==> src/reset_seq_pkg.sv <==
// constants for the reset source and standby resume block
package reset_seq_pkg;
    localparam logic [11:0] cause_flags_addr = 12'hfc6;
    localparam logic [11:0] axi_cause_offset = 12'h000;
    localparam logic [11:0] axi_ctrl_offset = 12'h004;
    localparam logic [11:0] axi_status_offset = 12'h008;
    localparam logic [11:0] axi_pc_offset = 12'h00c;
    localparam logic [11:0] axi_periph_offset = 12'h010;
    localparam int wdf_bit = 2;
    localparam int krf_bit = 3;
    localparam int rbe_bit = 6;
    localparam int mbe_bit = 7;
    localparam int stab_exp_17 = 17;
    localparam int stab_exp_15 = 15;
    localparam int stab_exp_13 = 13;
    localparam logic [7:0] timer_modulo_reset = 8'hff;
    localparam logic [7:0] converter_mode_reset = 8'h04;
    localparam logic [7:0] sa_reset = 8'h7f;
    localparam logic [3:0] stack_bank_reset = 4'h8;
    localparam logic [1:0] axi_okay = 2'h0;
    localparam logic [1:0] axi_slverr = 2'h2;
    localparam int resume_instr_count = 2;
    typedef enum logic [2:0] {
        st_reset,
        st_stab,
        st_vec_hi,
        st_vec_lo,
        st_run,
        st_standby,
        st_resume
    } seq_state_t;
endpackage : reset_seq_pkg

==> src/key_edge_oneshot.sv <==
// synchronised falling edge detector with one-shot output
module key_edge_oneshot #(
    parameter int width = 4
) (
    // clock and reset
    input wire logic aclk,
    input wire logic aresetn,
    // key pins and qualifiers
    input wire logic [width-1:0] keys,
    input wire logic arm,
    // result
    output logic pulse
);
    typedef struct packed {
        logic [width-1:0] sync1;
        logic [width-1:0] sync2;
        logic [width-1:0] prev;
        logic pulse;
    } edge_st_t;

    edge_st_t st_reg;
    edge_st_t st_next;

    always_comb begin
        st_next = st_reg;
        st_next.sync1 = keys;
        st_next.sync2 = st_reg.sync1;
        st_next.prev = st_reg.sync2;
        st_next.pulse = arm && |(st_reg.prev & ~st_reg.sync2);
    end

    always_ff @(posedge aclk) begin
        if (!aresetn) begin
            st_reg <= '{default: '1, pulse: 1'b0};
        end else begin
            st_reg <= st_next;
        end
    end

    assign pulse = st_reg.pulse;
endmodule : key_edge_oneshot

==> src/reset_source_and_standby_resume.sv <==
// reset merging, stabilisation wait, vector load, cause flags and standby resume
// Functional notes
// - standby ended by external reset fully resets; code still raises standby_reset for it
// - wake with enable 0 continues, request kept
// - wake with enable 1 runs two then vectors
// - testable input wake never vectors
// - three sources merge into internal reset
// - key falling edge in stop gives pulse
// - key reset only with enable pin high
// - stabilisation wait of 2^17/2^15/2^13 periods
// - pc from word 0 nibble and word 1
// - bank enables from word 0 bits 6,7
// - standby reset keeps state, operation reset flags undefined
// - timers cleared, modulo ff, converter 04/7f
// - interrupt state cleared, stack bank 1000b
// - port buffers off, latches and selects zero
// - write address undefined when write interrupted
// - cause flags bits 2 and 3 at fc6
// - external reset clears both cause flags
// - watchdog reset sets watchdog flag only
// - key reset sets key flag only
// - flags stay until external reset or clear
//
// Our own choice: register access over AXI4-Lite.
module reset_source_and_standby_resume #(
    parameter int stab_exp = reset_seq_pkg::stab_exp_17,
    parameter int key_count = 4
) (
    // clock and reset
    input wire logic aclk,
    input wire logic aresetn,
    // axi4-lite write address
    input wire logic [11:0] s_axi_awaddr,
    input wire logic s_axi_awvalid,
    output logic s_axi_awready,
    // axi4-lite write data
    input wire logic [31:0] s_axi_wdata,
    input wire logic [3:0] s_axi_wstrb,
    input wire logic s_axi_wvalid,
    output logic s_axi_wready,
    // axi4-lite write response
    output logic [1:0] s_axi_bresp,
    output logic s_axi_bvalid,
    input wire logic s_axi_bready,
    // axi4-lite read address
    input wire logic [11:0] s_axi_araddr,
    input wire logic s_axi_arvalid,
    output logic s_axi_arready,
    // axi4-lite read data
    output logic [31:0] s_axi_rdata,
    output logic [1:0] s_axi_rresp,
    output logic s_axi_rvalid,
    input wire logic s_axi_rready,
    // external pins
    input wire logic reset_pin_n,
    input wire logic keyreturn_reset_enable_pin,
    input wire logic [key_count-1:0] key_return_inputs,
    // core side events
    input wire logic watchdog_overflow,
    input wire logic stop_mode,
    input wire logic halt_mode,
    input wire logic wake_request,
    input wire logic wake_from_testable_edge_input,
    input wire logic global_interrupt_enable,
    input wire logic instr_retired,
    input wire logic nv_write_busy,
    // program memory vector words
    input wire logic [7:0] vector_word0,
    input wire logic [7:0] vector_word1,
    // core side results
    output logic internal_reset,
    output logic standby_reset,
    output logic vector_fetch,
    output logic [11:0] start_pc,
    output logic register_bank_enable,
    output logic memory_bank_enable,
    output logic resume_continue,
    output logic take_vector,
    output logic keep_request_flag,
    output logic nv_addr_undefined,
    // peripheral reset values
    output logic [7:0] timer_modulo,
    output logic [7:0] timer2_high_period_modulo,
    output logic [7:0] converter_mode_register,
    output logic [7:0] successive_approx_register,
    output logic [3:0] stack_bank_select,
    output logic port_output_enable,
    output logic [3:0] port_direction_register,
    output logic [3:0] port_pullup_select,
    output logic watchdog_enable_flag,
    output logic processor_clock_control
);
    localparam int cnt_w = stab_exp + 1;
    localparam logic [cnt_w-1:0] stab_count = cnt_w'(1) << stab_exp;

    typedef struct packed {
        reset_seq_pkg::seq_state_t state;
        logic [cnt_w-1:0] count;
        logic [1:0] rst_sync;
        logic [1:0] en_sync;
        logic [1:0] wdt_pending;
        logic watchdog_cause_flag;
        logic keyreturn_cause_flag;
        logic in_standby;
        logic vec_pending;
        logic [1:0] instr_left;
        logic [11:0] start_pc;
        logic register_bank_enable;
        logic memory_bank_enable;
        logic resume_continue;
        logic take_vector;
        logic keep_request;
        logic nv_undef;
        logic standby_reset;
        logic reset_source_was_standby;
        logic port_oe_sw;
        logic [3:0] port_dir;
        logic [3:0] port_pull;
        logic aw_done;
        logic w_done;
        logic [11:0] awaddr;
        logic [31:0] wdata;
        logic bvalid;
        logic [1:0] bresp;
        logic rvalid;
        logic [31:0] rdata;
        logic [1:0] rresp;
    } seq_st_t;

    seq_st_t st_reg;
    seq_st_t st_next;
    logic key_pulse;
    logic ext_reset;
    logic any_reset;
    logic do_write;
    logic clr_wdf;
    logic clr_krf;

    // key reset armed only in stop with enable
    key_edge_oneshot #(
        .width(key_count)
    ) u_key (
        .aclk(aclk),
        .aresetn(aresetn),
        .keys(key_return_inputs),
        .arm(stop_mode && st_reg.en_sync[1]),
        .pulse(key_pulse)
    );

    always_comb begin
        st_next = st_reg;
        ext_reset = st_reg.rst_sync[1] == 1'b0;
        any_reset = ext_reset || watchdog_overflow || key_pulse;
        do_write = 1'b0;
        clr_wdf = 1'b0;
        clr_krf = 1'b0;
        st_next.rst_sync = {st_reg.rst_sync[0], reset_pin_n};
        st_next.en_sync = {st_reg.en_sync[0], keyreturn_reset_enable_pin};
        st_next.in_standby = stop_mode || halt_mode;
        st_next.take_vector = 1'b0;

        // axi write: address and data in either order
        if (s_axi_awvalid && !st_reg.aw_done) begin
            st_next.aw_done = 1'b1;
            st_next.awaddr = s_axi_awaddr;
        end
        if (s_axi_wvalid && !st_reg.w_done) begin
            st_next.w_done = 1'b1;
            st_next.wdata = s_axi_wdata & {{8{s_axi_wstrb[3]}}, {8{s_axi_wstrb[2]}},
                {8{s_axi_wstrb[1]}}, {8{s_axi_wstrb[0]}}};
        end
        if (st_reg.aw_done && st_reg.w_done && !st_reg.bvalid) begin
            do_write = 1'b1;
            st_next.aw_done = 1'b0;
            st_next.w_done = 1'b0;
            st_next.bvalid = 1'b1;
            st_next.bresp = reset_seq_pkg::axi_okay;
            case (st_reg.awaddr & 12'hffc)
                reset_seq_pkg::axi_cause_offset: begin
                    // write one clears each flag alone
                    clr_wdf = st_reg.wdata[reset_seq_pkg::wdf_bit];
                    clr_krf = st_reg.wdata[reset_seq_pkg::krf_bit];
                end
                reset_seq_pkg::axi_ctrl_offset: begin
                    st_next.port_oe_sw = st_reg.wdata[0];
                    st_next.port_dir = st_reg.wdata[7:4];
                    st_next.port_pull = st_reg.wdata[11:8];
                end
                default: begin
                    st_next.bresp = reset_seq_pkg::axi_slverr;
                end
            endcase
        end
        if (st_reg.bvalid && s_axi_bready) begin
            st_next.bvalid = 1'b0;
        end

        // axi read
        if (s_axi_arvalid && !st_reg.rvalid) begin
            st_next.rvalid = 1'b1;
            st_next.rresp = reset_seq_pkg::axi_okay;
            st_next.rdata = 32'h0;
            case (s_axi_araddr & 12'hffc)
                reset_seq_pkg::axi_cause_offset: begin
                    // flags at bits 2 and 3
                    st_next.rdata[reset_seq_pkg::wdf_bit] = st_reg.watchdog_cause_flag;
                    st_next.rdata[reset_seq_pkg::krf_bit] = st_reg.keyreturn_cause_flag;
                end
                reset_seq_pkg::axi_ctrl_offset: begin
                    st_next.rdata[0] = st_reg.port_oe_sw;
                    st_next.rdata[7:4] = st_reg.port_dir;
                    st_next.rdata[11:8] = st_reg.port_pull;
                end
                reset_seq_pkg::axi_status_offset: begin
                    st_next.rdata[2:0] = 3'(st_reg.state);
                    st_next.rdata[4] = st_reg.standby_reset;
                    st_next.rdata[5] = st_reg.nv_undef;
                end
                reset_seq_pkg::axi_pc_offset: begin
                    st_next.rdata[11:0] = st_reg.start_pc;
                    st_next.rdata[12] = st_reg.register_bank_enable;
                    st_next.rdata[13] = st_reg.memory_bank_enable;
                end
                default: begin
                    st_next.rresp = reset_seq_pkg::axi_slverr;
                end
            endcase
        end else if (st_reg.rvalid && s_axi_rready) begin
            st_next.rvalid = 1'b0;
        end

        // cause flags; a set beats a write-one clear in the same cycle, external reset beats a set
        if (clr_wdf) begin
            st_next.watchdog_cause_flag = 1'b0;
        end
        if (clr_krf) begin
            st_next.keyreturn_cause_flag = 1'b0;
        end
        if (ext_reset) begin
            st_next.watchdog_cause_flag = 1'b0;
            st_next.keyreturn_cause_flag = 1'b0;
        end else begin
            if (watchdog_overflow) begin
                st_next.watchdog_cause_flag = 1'b1;
            end
            if (key_pulse) begin
                // key reset sets its flag only
                st_next.keyreturn_cause_flag = 1'b1;
            end
        end

        if (any_reset) begin
            st_next.state = reset_seq_pkg::st_reset;
            st_next.reset_source_was_standby = st_reg.in_standby
                || (st_reg.state == reset_seq_pkg::st_reset
                && st_reg.reset_source_was_standby);
            if (nv_write_busy) begin
                st_next.nv_undef = 1'b1;
            end
            // port and control state to reset values
            st_next.port_oe_sw = 1'b0;
            st_next.port_dir = 4'h0;
            st_next.port_pull = 4'h0;
            st_next.resume_continue = 1'b0;
            st_next.vec_pending = 1'b0;
        end else begin
            case (st_reg.state)
                reset_seq_pkg::st_reset: begin
                    st_next.count = '0;
                    st_next.standby_reset = st_reg.reset_source_was_standby;
                    st_next.state = reset_seq_pkg::st_stab;
                end
                reset_seq_pkg::st_stab: begin
                    // hold reset for the full count
                    if (st_reg.count == stab_count - cnt_w'(1)) begin
                        st_next.state = reset_seq_pkg::st_vec_hi;
                    end else begin
                        st_next.count = st_reg.count + cnt_w'(1);
                    end
                end
                reset_seq_pkg::st_vec_hi: begin
                    // upper pc nibble from word 0
                    st_next.start_pc[11:8] = vector_word0[3:0];
                    // bank enables from bits 6 and 7
                    st_next.register_bank_enable = vector_word0[reset_seq_pkg::rbe_bit];
                    st_next.memory_bank_enable = vector_word0[reset_seq_pkg::mbe_bit];
                    st_next.state = reset_seq_pkg::st_vec_lo;
                end
                reset_seq_pkg::st_vec_lo: begin
                    st_next.start_pc[7:0] = vector_word1;
                    st_next.nv_undef = 1'b0;
                    st_next.state = reset_seq_pkg::st_run;
                end
                reset_seq_pkg::st_run: begin
                    st_next.resume_continue = 1'b0;
                    if (stop_mode || halt_mode) begin
                        st_next.state = reset_seq_pkg::st_standby;
                    end
                end
                reset_seq_pkg::st_standby: begin
                    if (wake_request) begin
                        st_next.resume_continue = 1'b1;
                        // enable 0 continues and keeps request
                        st_next.keep_request = wake_from_testable_edge_input
                            || !global_interrupt_enable;
                        // enable 1 vectors after two instructions
                        st_next.vec_pending = global_interrupt_enable
                            && !wake_from_testable_edge_input;
                        st_next.instr_left = 2'(reset_seq_pkg::resume_instr_count);
                        st_next.state = reset_seq_pkg::st_resume;
                    end
                end
                reset_seq_pkg::st_resume: begin
                    st_next.resume_continue = 1'b0;
                    if (!st_reg.vec_pending) begin
                        st_next.state = reset_seq_pkg::st_run;
                    end else if (instr_retired && st_reg.instr_left == 2'd1) begin
                        st_next.take_vector = 1'b1;
                        st_next.vec_pending = 1'b0;
                        st_next.state = reset_seq_pkg::st_run;
                    end else if (instr_retired) begin
                        st_next.instr_left = st_reg.instr_left - 2'd1;
                    end
                end
                default: begin
                    st_next.state = reset_seq_pkg::st_reset;
                end
            endcase
        end
    end

    always_ff @(posedge aclk) begin
        if (!aresetn) begin
            st_reg <= '{state: reset_seq_pkg::st_reset, rst_sync: 2'b00,
                start_pc: 12'h000, default: '0};
        end else begin
            st_reg <= st_next;
        end
    end

    // internal reset until vector fetch starts
    assign internal_reset = st_reg.state == reset_seq_pkg::st_reset
        || st_reg.state == reset_seq_pkg::st_stab;
    assign vector_fetch = st_reg.state == reset_seq_pkg::st_vec_hi;
    assign standby_reset = st_reg.standby_reset;
    assign start_pc = st_reg.start_pc;
    assign register_bank_enable = st_reg.register_bank_enable;
    assign memory_bank_enable = st_reg.memory_bank_enable;
    assign resume_continue = st_reg.resume_continue;
    assign take_vector = st_reg.take_vector;
    assign keep_request_flag = st_reg.keep_request;
    assign nv_addr_undefined = st_reg.nv_undef;
    assign timer_modulo = reset_seq_pkg::timer_modulo_reset;
    assign timer2_high_period_modulo = reset_seq_pkg::timer_modulo_reset;
    assign converter_mode_register = reset_seq_pkg::converter_mode_reset;
    assign successive_approx_register = reset_seq_pkg::sa_reset;
    assign stack_bank_select = reset_seq_pkg::stack_bank_reset;
    // outputs off while reset is held
    assign port_output_enable = st_reg.port_oe_sw && !internal_reset;
    assign port_direction_register = st_reg.port_dir;
    assign port_pullup_select = st_reg.port_pull;
    assign watchdog_enable_flag = 1'b0;
    assign processor_clock_control = 1'b0;

    assign s_axi_awready = !st_reg.aw_done;
    assign s_axi_wready = !st_reg.w_done;
    assign s_axi_bvalid = st_reg.bvalid;
    assign s_axi_bresp = st_reg.bresp;
    assign s_axi_arready = !st_reg.rvalid;
    assign s_axi_rvalid = st_reg.rvalid;
    assign s_axi_rdata = st_reg.rdata;
    assign s_axi_rresp = st_reg.rresp;
endmodule : reset_source_and_standby_resume

==> config.mk <==
export PLATFORM = sky130hd
export DESIGN_NAME = reset_source_and_standby_resume
export DESIGN_NICKNAME = d
export VERILOG_FILES = /design/src/reset_seq_pkg.sv /design/src/key_edge_oneshot.sv /design/src/reset_source_and_standby_resume.sv
export SDC_FILE = /design/constraint.sdc
export NUM_CORES = 1
export LEC_CHECK = 0
export BUFFER_PORTS_ARGS = -buffer_cell sky130_fd_sc_hd__buf_2
export CAP_MARGIN = 20
export CORE_MARGIN = 8
export CORE_UTILIZATION = 45
export DETAILED_ROUTE_END_ITERATION = 8
export GPL_ROUTABILITY_DRIVEN = 0
export GPL_TIMING_DRIVEN = 0
export MAX_ROUTING_LAYER = met4
export PLACE_DENSITY = 0.77
export SLEW_MARGIN = 20
export SYNTH_ARGS = -nofsm -noshare
export SYNTH_HDL_FRONTEND = slang
export SYNTH_HIERARCHICAL = 1
export SYNTH_SLANG_ARGS = --single-unit
==> constraint.sdc <==
create_clock -name aclk -period 2.8 [get_ports aclk]
set_clock_uncertainty 0.2 [all_clocks]
set_input_delay 0.42 -clock aclk [delete_from_list [all_inputs] [get_ports aclk]]
set_output_delay 0.42 -clock aclk [all_outputs]
set_load 0.01 [all_outputs]
==> summary.md, run 1 <==
| Metric | Value |
|---|---|
| Distinct cell type count after synthesis | 61 |
| IO Pins | 206 |
| Worst reg2reg path depth | 5 |
| Cells after Synth | 633 |
| Critical path peak fanout | 10 |
| Final setup violation count | 0 |
| Met3 Use GR | 5.15% |
| Share of cells above drive strength 1 | 31.9% |
| Met2 Use GR | 29.8% |
| RSZ-0062 raised after global routing | no |
| Worst path required time | 2.18 ns |
| Cell Area, Synth | 5460 um2 |
| Initial antenna violation count | 0 |
| Startpoint Class | flip-flop |
| Hold Vio Cnt, Final | 0 |
| Port Buf Inserts | 117 |
| Worst VDD drop | 379 uV |
| Int Pwr | 0.00311 W |
| Period utilisation layout | 88.9% |
| Total power per unit cell area | 576 nW/um2 |
| Hold WC Path Type | primary input to flip-flop |
| Met1 Usage GRT | 22.5% |
| Filler cells | 1114 |
| Ant diodes | 0 |
| Ys Warns | 6 |
| CP most frequent cell | buf_2 |
| CTS Buf Count | 17 |
| Fmax achieved | 402 MHz |
| Leading cell type in the layout, fill and taps excluded | buf_2 |
| DIE AREA | 15900 um2 |
| GRT Max-Usage Layer | met2 |
| Iter 0 DRT Violations | 434 |
| Fraction of registers with async set/reset | 0% |
| Leakage | 3.17 nW |
| Total Wirelength | 14600 um |
| Placed cell count | 953 |
| Synth Area per Inst | 8.63 um2 |
| Status | finished clean |
| WP data arrival | 1.87 ns |
| Layout Cells excl Fill | 989 |
| Row cnt | 40 |
| CORE AREA | 11900 um2 |
| Setup CP Type | flip-flop to output port |
| Slew margin rel. | 47.3% |
| Setup repair bufs after CTS | 0 |
| Clock period minus worst slack | 2.49 ns |
| Area growth, synth to finish | 29.1% |
| Post-synth EDFFs | 0 |
| Part of the power in registers | 41.3% |
| Sw Pwr | 0.000954 W |
| Largest net degree at the start of global routing | 17 |
| Worst-Margin Slew | 0.790 ns |
| Worst-Skew Late Latency | 0.41 ns |
| TritonCTS clock tree | built |
| Reg clk slew, reported paths | 0.05 ns |
| Setup_tns | 0 ns |
| Vias per inst | 4.91 |
| Final Max Slew Viols | 0 |
| Critical path depth | 4 |
| GRT overflow | 0 |
| Clock network power share | 50.9% |
| Number of synthesized register bits | 114 |
| Detail Placement HPWL | 10800 um |
| Die span in y | 126 um |
| Max-cap violations | 0 |
| Min-Delay Path Depth | 2 |
| Total number of vias | 4858 |
| Crit-path max cell delay | 0.51 ns |
| Crit end category | output port |
| Total global-route track usage | 18.8% |
| Most frequent cells in the layout | 122 x buf_2, 114 x dfxtp_1, 96 x buf_4, 73 x nand2_1, 60 x a21oi_1 |
| Clock root cell | clkbuf_16 |
| Seq/Total Area, Yosys | 41.8% |
| CP Buf/Inv Count | 2 |
| Most common flop cell mapped by yosys | dfxtp_1 |
| H-tree depth | 4 |
| Max FFs per register | 54 |
| CTS sink cnt | 114 |
| CP max stage cell | nor2_1 |
| DRC viols | 0 |
| Die Wd | 126 um |
| Antenna-violating nets left | 0 |
| First-pass GRT wire length | 23700 um |
| Crit-path cells | buf_2, nand2b_1, nor2_1, buf_2 |
| Sw frac | 23.5% |
| Vias in the first global route | 4661 |
| Longest Clk Path Bufs | 2 |
| Nets | 928 |
| Starting Density | 45.9% |
| Cell family with most CP delay | simple AND/OR/NAND/NOR gates |
| Gate power share | 7.8% |
| Drt first pass iters | 5 |
| Routed len/inst | 14.7 um |
==> per-stage QoR <==
stage          power, W  setup WS, ns  util, %  cell area, um2  hold slack (ns)
2_1_floorplan   0.00192         0.817        -            5670            0.185
3_3_place_gp    0.00201         0.423     54.1            6440            0.188
3_5_place_dp    0.00202         0.387     54.1            6440            0.192
4_1_cts         0.00408         0.335     59.2            7050          0.00389
5_1_grt         0.00419         0.224     59.2            7050           0.0294
6_report        0.00406         0.311     59.2            7050           0.0173
==> final timing paths <==
kind,start,to,slack [ns]
setup / recovery,st_reg[144],vector_fetch,0.31
hold / removal,keyreturn_reset_enable_pin,st_next[122],0.02
setup reg to reg,st_reg[125],st_reg[131],0.46
hold reg to reg,u_key/st_next[6],u_key/st_next[2],0.20
==> cell type report <==
type / count / area [um2] / share of cell area, %
multi-input cells: 447 / 2530 / 35.9
flip-flops and latches: 114 / 2280 / 32.4
plain buffers: 121 / 828 / 11.7
repair buffers: 121 / 626 / 8.87
clock buffers: 19 / 433 / 6.14
well taps: 147 / 184 / 2.61
clock inverters: 13 / 138 / 1.95
inverters: 7 / 26.3 / 0.373
==> kinds of logic after synthesis <==
family                   synth area share (%)
AO/OA/AOI/OAI                            13.9
XOR/XNOR                                0.160
adder cells (fa/ha/maj)                 0.458
buffers and inverters                    15.6
flip-flops                               41.8
multiplexers                             4.79
other                                   0.138
AND/OR/NAND/NOR                          23.2
==> layer usage <==
| metal | share of wire [%] | vias to the layer above |
|---|---|---|
| met5 | 0 | - |
| met4 | 1.6 | 0 |
| met3 | 6.8 | 23 |
| met2 | 47 | 191 |
| met1 | 44 | 2211 |
| li1 | - | 2433 |
==> power by group through the flow <==
stage,logic [W],clock network (W),registers (W)
after global placement,0.000302,0,0.00171
after CTS,0.000311,0.00209,0.00168
after global routing,0.000349,0.00216,0.00168
final,0.000317,0.00207,0.00168
after floorplan,0.000209,0,0.00171
after detailed placement,0.000305,0,0.00171
==> worst reg2reg max path: stages (launching register included) <==
cell      delay (ns)
dfxtp_1         0.40
ha_1            0.23
nand3_2         0.21
nor4_4          0.59
a31oi_2         0.29
a311oi_1        0.32
==> cells in the mapped netlist, drive strengths merged (3+ instances only) <==
master	n	area share, %
a211oi	3	0.41
a21oi	61	5.7
a22oi	14	1.9
a311oi	4	0.64
a31oi	4	0.57
and2	10	1.1
buf	105	14
clkbuf	16	1.1
dfxtp	114	42
inv	7	0.48
mux2i	25	4.6
nand2	75	5.2
nand2b	21	2.4
nand3	29	2.8
nand3b	4	0.55
nand4	6	0.69
nor2	48	3.3
nor2b	6	0.69
nor3	11	1.4
nor3b	3	0.60
nor4	6	1.5
o211ai	3	0.41
o21ai	16	1.5
or2b	3	0.41
or3	4	0.46
==> timing repair <==
| action | 4_1_cts | 5_1_grt |
|---|---|---|
| hold buffers | 4 | 0 |
| endpoints found under the setup margin | 0 | 0 |
| resized for setup | 0 | 0 |
| endpoints found under the hold margin | 4 | 0 |
Power figures use the tool's default switching activity.
==> run 2: changes to the inputs <==
clock period = 2.4 ns   (was 2.8 ns; I/O delays follow)
==> run 2 against run 1 <==
Hold slack got worse by 0.0014 ns. Sequential share of layout area decreased by 1.3 points. Clock-buffer cell count unchanged. Global-route usage increased by 0.69 points. Clock power increased by 16%. Sequential cell count unchanged. Setup slack got worse by 0.13 ns. Core utilization increased by 2.4 points. Sequential power increased by 17%. Power increased by 18%. Highest routed layer unchanged.
==> summary.md, run 2 (synthesized netlist as in run 1, its figures left out) <==
| Metric | Value |
|---|---|
| Status | finished clean |
| DIE AREA | 15900 um2 (unchanged) |
| Final Max Slew Viols | 0 (unchanged) |
| Clock root cell | clkbuf_16 |
| CTS Buf Count | 17 (unchanged) |
| Worst VDD drop | 444 uV (+17%) |
| Max FFs per register | 54 (unchanged) |
| Period utilisation layout | 92.4% |
| TritonCTS clock tree | built |
| Longest Clk Path Bufs | 2 (unchanged) |
| First-pass GRT wire length | 24600 um (+3.7%) |
| CORE AREA | 11900 um2 (unchanged) |
| Iter 0 DRT Violations | 417 (-3.9%) |
| Antenna-violating nets left | 0 (unchanged) |
| Worst path required time | 1.84 ns (-0.34 ns) |
| Total number of vias | 5060 (+4.2%) |
| Hold Vio Cnt, Final | 0 (unchanged) |
| Max-cap violations | 0 (unchanged) |
| Fmax achieved | 451 MHz |
| Largest net degree at the start of global routing | 17 (unchanged) |
| Leakage | 3.29 nW (+3.9%) |
| Total global-route track usage | 19.5% (+0.69 points) |
| Crit path to | vector_fetch |
| Vias per inst | 4.97 (+1.2%) |
| Startpoint Class | flip-flop |
| CTS sink cnt | 114 (unchanged) |
| Final setup violation count | 0 (unchanged) |
| Clock period minus worst slack | 2.22 ns |
| Die Wd | 126 um (unchanged) |
| Worst-Skew Late Latency | 0.41 ns (about the same) |
| Crit-path max cell delay | 0.35 ns (-0.16 ns) |
| Detail Placement HPWL | 10800 um (unchanged) |
| Drt first pass iters | 5 (unchanged) |
| H-tree depth | 4 (unchanged) |
| IO Pins | 206 (unchanged) |
| Most frequent cells in the layout | 122 x buf_2, 114 x dfxtp_1, 98 x buf_4, 73 x nand2_1, 60 x a21oi_1 |
| Critical path peak fanout | 10 (unchanged) |
| Crit end category | output port |
| Reg clk slew, reported paths | 0.06 ns (about the same) |
| Initial antenna violation count | 0 (unchanged) |
| Setup CP Type | flip-flop to output port |
| Total power per unit cell area | 650 nW/um2 (+13%) |
| Worst-Margin Slew | 0.766 ns (-0.0246 ns) |
| Nets | 957 (+3.1%) |
| Power, Total | 0.00477 W (+18%) |
| Fin worst setup slack | 0.183 ns (-0.128 ns) |
| Post-Place Worst Slack | 0.0475 ns (-0.340 ns) |
| Hold WC Path Type | primary input to flip-flop |
| Area growth, synth to finish | 34.4% |
| Setup_tns | 0 ns (unchanged) |
| Crit-path cells | buf_2, nand2b_1, nor2_2, buf_2 |
| Worst reg2reg path depth | 7 (+2) |
| R2R Setup Slk | 0.19 ns (-0.27 ns) |
| Vias in the first global route | 4855 (+4.2%) |
| Filler cells | 1051 (-5.7%) |
| Port Buf Inserts | 117 (unchanged) |
| WP data arrival | 1.66 ns (-0.21 ns) |
| Slew margin rel. | 48.9% (+1.6 points) |
| Row cnt | 40 (unchanged) |
| Starting Density | 45.9% (unchanged) |
| Routed len/inst | 14.9 um (+1.5%) |
| Hold Crit Start | vector_word1[6] |
| Leading cell type in the layout, fill and taps excluded | buf_2 |
| CP most frequent cell | buf_2 |
| Die span in y | 126 um (unchanged) |
| Worst r2r src | st_reg[143] |
| Ant diodes | 0 (unchanged) |
| DRC viols | 0 (unchanged) |
| Critical Path Source | st_reg[144] |
| Hold WS | 0.0159 ns (-0.00136 ns) |
| RSZ-0062 raised after global routing | no |
| Share of cells above drive strength 1 | 31.2% (-0.72 points) |
| GRT overflow | 0 (unchanged) |
| Total Wirelength | 15200 um (+4.4%) |
| R2R Path End | st_reg[129] |
| CP max stage cell | dfxtp_1 |
==> run 2: changes by cell type in the layout (fill, tap and decap cells not counted), sizes merged <==
| cell | previous run | this run |
|---|---|---|
| buf | 222 | 224 |
| dlygate4sd3 | 4 | 31 |
==> run 2: worst min path at each step <==
stage	slack (ns)	to	cells after the start
2_1_floorplan	0.18	u_key/st_next[4]	1
3_3_place_gp	0.19	u_key/st_next[3]	1
3_5_place_dp	0.19	u_key/st_next[2]	1
4_1_cts	0.008	st_reg[47]	3
5_1_grt	0.02	st_reg[46]	3
6_report	0.02	start_pc[6]	3
==> run 2: critical path: cells and delay by family (launching register included) <==
family | cells | cell delay, ns
DFF | 1 | 0.35
buffers and inverters | 2 | 0.45
and+or+nand+nor | 2 | 0.44
==> run 2: final cells by class <==
type                       instances  area, um2  area share, %
buffer                           121        828           11.3
clock buffer                      19        433           5.90
multi-input combinational        447       2540           34.6
timing repair buffer             150        911           12.4
clock inverter                    13        138           1.88
sequential                       114       2280           31.1
inverter                           7       26.3          0.358
tap                              147        184           2.51
==> run 2: per-layer routing <==
| metal | wire, um | global-route usage [%] | up-vias |
|---|---|---|---|
| met5 | 0 | - | - |
| met1 | 6530 | 22.8 | 2329 |
| li1 | - | - | 2491 |
| met2 | 7260 | 31.3 | 216 |
| met4 | 299 | 7.78 | 0 |
| met3 | 1120 | 5.27 | 24 |
==> run 2: per-stage QoR <==
stage	instances	area (um2)	utilization, %
after global routing	1018	7340	61.6
after detailed placement	953	6440	54.1
after floorplan	689	5670	-
after CTS	1016	7320	61.5
final	1018	7340	61.6
after global placement	953	6440	54.1
==> run 2: timing repair <==
action	CTS	global route
pin swaps	0	1
setup buffers	0	2
setup endpoints to repair	1	5
hold buffers	31	0
resized for setup	1	0
endpoints found under the hold margin	31	0
==> run 2: power by group <==
part	leakage (nW)	internal, W	total, W	switching [W]
clock	0.273	0.00152	0.00241	0.000886
sequential	0.926	0.00193	0.00196	0.0000227
combinational	2.09	0.000196	0.000407	0.000211
total	3.29	0.00365	0.00477	0.00112
==> run 3: changes to the inputs <==
--- a/config.mk
+++ b/config.mk
@@ -7,3 +7,3 @@
 export LEC_CHECK = 0
-export BUFFER_PORTS_ARGS = -buffer_cell sky130_fd_sc_hd__buf_2
+export BUFFER_PORTS_ARGS = -buffer_cell sky130_fd_sc_hd__clkbuf_2
 export CAP_MARGIN = 20
==> constraint.sdc (replaced) <==
create_clock -name aclk -period 2.4 [get_ports aclk]
set_clock_uncertainty 0.2 [all_clocks]
set_input_delay 0.24 -clock aclk [delete_from_list [all_inputs] [get_ports aclk]]
set_output_delay 0.24 -clock aclk [all_outputs]
set_load 0.01 [all_outputs]
==> run 3 against run 2 <==
Hold slack improved by 0.0016 ns. Clock power increased by 11%. Via count increased by 3.3%. Non-clock buffer count increased by 36. Core utilization increased by 3.6 points. Critical endpoint is now start_pc[1]. Largest power group unchanged. Highest routed layer unchanged.
==> summary.md, run 3 (synthesized netlist as in run 1, its figures left out) <==
| Metric | Value |
|---|---|
| Worst reg2reg path depth | 5 (-2) |
| IO Pins | 206 (unchanged) |
| GRT overflow | 0 (unchanged) |
| Drt first pass iters | 5 (unchanged) |
| Worst path required time | 2.46 ns (+0.62 ns) |
| Post-Place Worst Slack | 0.127 ns (+0.0797 ns) |
| Routed len/inst | 15.5 um (+3.5%) |
| Register area | 2280 um2 (unchanged) |
| Met3 Use GR | 6.67% (+1.4 points) |
| Largest net degree at the start of global routing | 17 (unchanged) |
| Filler cells | 942 (-10%) |
| Int Pwr | 0.00397 W (+8.8%) |
| Leading cell type in the layout, fill and taps excluded | clkbuf_2 |
| Status | finished clean |
| Max FFs per register | 54 (unchanged) |
| Worst-Margin Slew | 0.873 ns (+0.107 ns) |
| Worst VDD drop | 449 uV (+1.2%) |
| DRC viols | 0 (unchanged) |
| TritonCTS clock tree | built |
| Final Max Slew Viols | 0 (unchanged) |
| Longest Clk Path Bufs | 2 (unchanged) |
| Final setup violation count | 0 (unchanged) |
| RSZ-0062 raised after global routing | yes |
| Setup_tns | 0 ns (unchanged) |
| Leakage | 3.42 nW (+4.0%) |
| Nets | 993 (+3.8%) |
| Critical path peak fanout | 6 (-4) |
| Clock period minus worst slack | 2.31 ns (+0.0978 ns) |
| Vias in the first global route | 5296 (+9.1%) |
| First-pass GRT wire length | 26400 um (+7.4%) |
| Total global-route track usage | 20.8% (+1.3 points) |
| Die Wd | 126 um (unchanged) |
| Most frequent cells in the layout | 118 x clkbuf_2, 114 x dfxtp_1, 96 x buf_4, 73 x nand2_1, 68 x dlygate4sd3_1 |
| Clock network power share | 52.6% (+2.1 points) |
| Crit end category | flip-flop |
| R2R Path End | st_reg[131] |
| H-tree depth | 4 (unchanged) |
| Row cnt | 40 (unchanged) |
| Worst-Skew Late Latency | 0.41 ns (about the same) |
| Max-cap violations | 0 (unchanged) |
| Ant diodes | 0 (unchanged) |
| Starting Density | 45.9% (unchanged) |
| Crit path to | start_pc[1] |
| Antenna-violating nets left | 0 (unchanged) |
| Clock root cell | clkbuf_16 |
| Reg clk slew, reported paths | 0.05 ns (about the same) |
| Total Wirelength | 16300 um (+7.0%) |
| Sw frac | 22.0% (-1.4 points) |
| Iter 0 DRT Violations | 364 (-13%) |
| CORE AREA | 11900 um2 (unchanged) |
| Gate power share | 8.9% (+0.4 points) |
| CTS Buf Count | 17 (unchanged) |
| Fin worst setup slack | 0.0855 ns (-0.0978 ns) |
| GRT Max-Usage Layer | met2 |
| Period utilisation layout | 96.4% (+4.1 points) |
| Share of cells above drive strength 1 | 30.1% (-1.1 points) |
| Detail Placement HPWL | 10900 um (+1.2%) |
| Hold WC Path Type | primary input to flip-flop |
| CTS sink cnt | 114 (unchanged) |
| R2R Setup Slk | 0.11 ns (-0.08 ns) |
| Hold WS | 0.0175 ns (+0.00161 ns) |
| Total number of vias | 5229 (+3.3%) |
| Area growth, synth to finish | 42.2% |
| Port Buf Inserts | 117 (unchanged) |
| Startpoint Class | primary input |
| Met2 Use GR | 34.8% (+3.5 points) |
| Critical Path Source | watchdog_overflow |
| Sw Pwr | 0.00112 W (+0.23%) |
| Die span in y | 126 um (unchanged) |
| Fmax achieved | 432 MHz (-4.2%) |
| Final Util | 65.2% (+3.6 points) |
| Met1 Usage GRT | 22.5% (-0.32 points) |
| Power, Total | 0.00510 W (+6.8%) |
| Part of the power in registers | 38.4% (-2.6 points) |
| Hold Vio Cnt, Final | 0 (unchanged) |
| Vias per inst | 4.97 (about the same) |
| Total power per unit cell area | 656 nW/um2 (+0.86%) |
| WP data arrival | 2.38 ns (+0.72 ns) |
| DIE AREA | 15900 um2 (unchanged) |
| Setup CP Type | primary input to flip-flop |
| Initial antenna violation count | 0 (unchanged) |
| Slew margin rel. | 41.8% (-7.1 points) |
| Worst r2r src | st_reg[125] |
| Multi-input logic area | 2540 um2 (+0.20%) |
run 3: cell type report:
class,instances,share of cell area [%]
inverter,7,0.338
tap,147,2.37
clock inverter,10,2.01
multi-input combinational,447,32.7
sequential,114,29.4
clock buffer,21,6.06
buffer,121,10.7
timing repair buffer,186,16.4
run 3: power by group through the flow:
| stage | logic (W) | clock network, W | registers, W |
|---|---|---|---|
| CTS | 0.000441 | 0.00270 | 0.00196 |
| finish | 0.000456 | 0.00268 | 0.00196 |
| global placement | 0.000352 | 0 | 0.00200 |
| detailed placement | 0.000357 | 0 | 0.00200 |
| floorplan | 0.000243 | 0 | 0.00199 |
| global route | 0.000500 | 0.00277 | 0.00196 |
run 3: timing repair:
item	in CTS	in global routing
setup buffers	0	0
hold buffers	68	0
endpoints found under the hold margin	59	0
setup endpoints to repair	0	49
gates resized for setup	0	4
run 3: layer usage:
| layer | vias up | part of all wire (%) |
|---|---|---|
| li1 | 2559 | - |
| met1 | 2388 | 41 |
| met3 | 36 | 8.1 |
| met2 | 246 | 49 |
| met5 | - | 0 |
| met4 | 0 | 2.4 |
run 3: worst min-delay path by stage:
stage                                  startpoint                 to  slack (ns)  cells after the start
detailed placement               u_key/st_next[6]   u_key/st_next[2]        0.20                      1
finish              wake_from_testable_edge_input  keep_request_flag        0.02                      4
global route        wake_from_testable_edge_input  keep_request_flag        0.03                      4
CTS                 wake_from_testable_edge_input  keep_request_flag       0.004                      4
global placement                 u_key/st_next[5]   u_key/st_next[1]        0.19                      1
floorplan                    key_return_inputs[3]   u_key/st_next[8]        0.14                      1
run 3: through the flow:
step / instances / instance area, um2
3_5_place_dp: 953 / 6440
2_1_floorplan: 689 / 5670
6_report: 1053 / 7770
3_3_place_gp: 953 / 6440
4_1_cts: 1052 / 7750
5_1_grt: 1053 / 7770
run 3: worst max-delay path, cell delays in order:
cell             delay [ns]
dlygate4sd3_1          0.54
clkbuf_2               0.13
or3b_2                 0.43
buf_2                  0.21
nor3_2                 0.27
clkdlybuf4s15_2        0.31
mux2i_1                0.19
nor2_1                 0.05
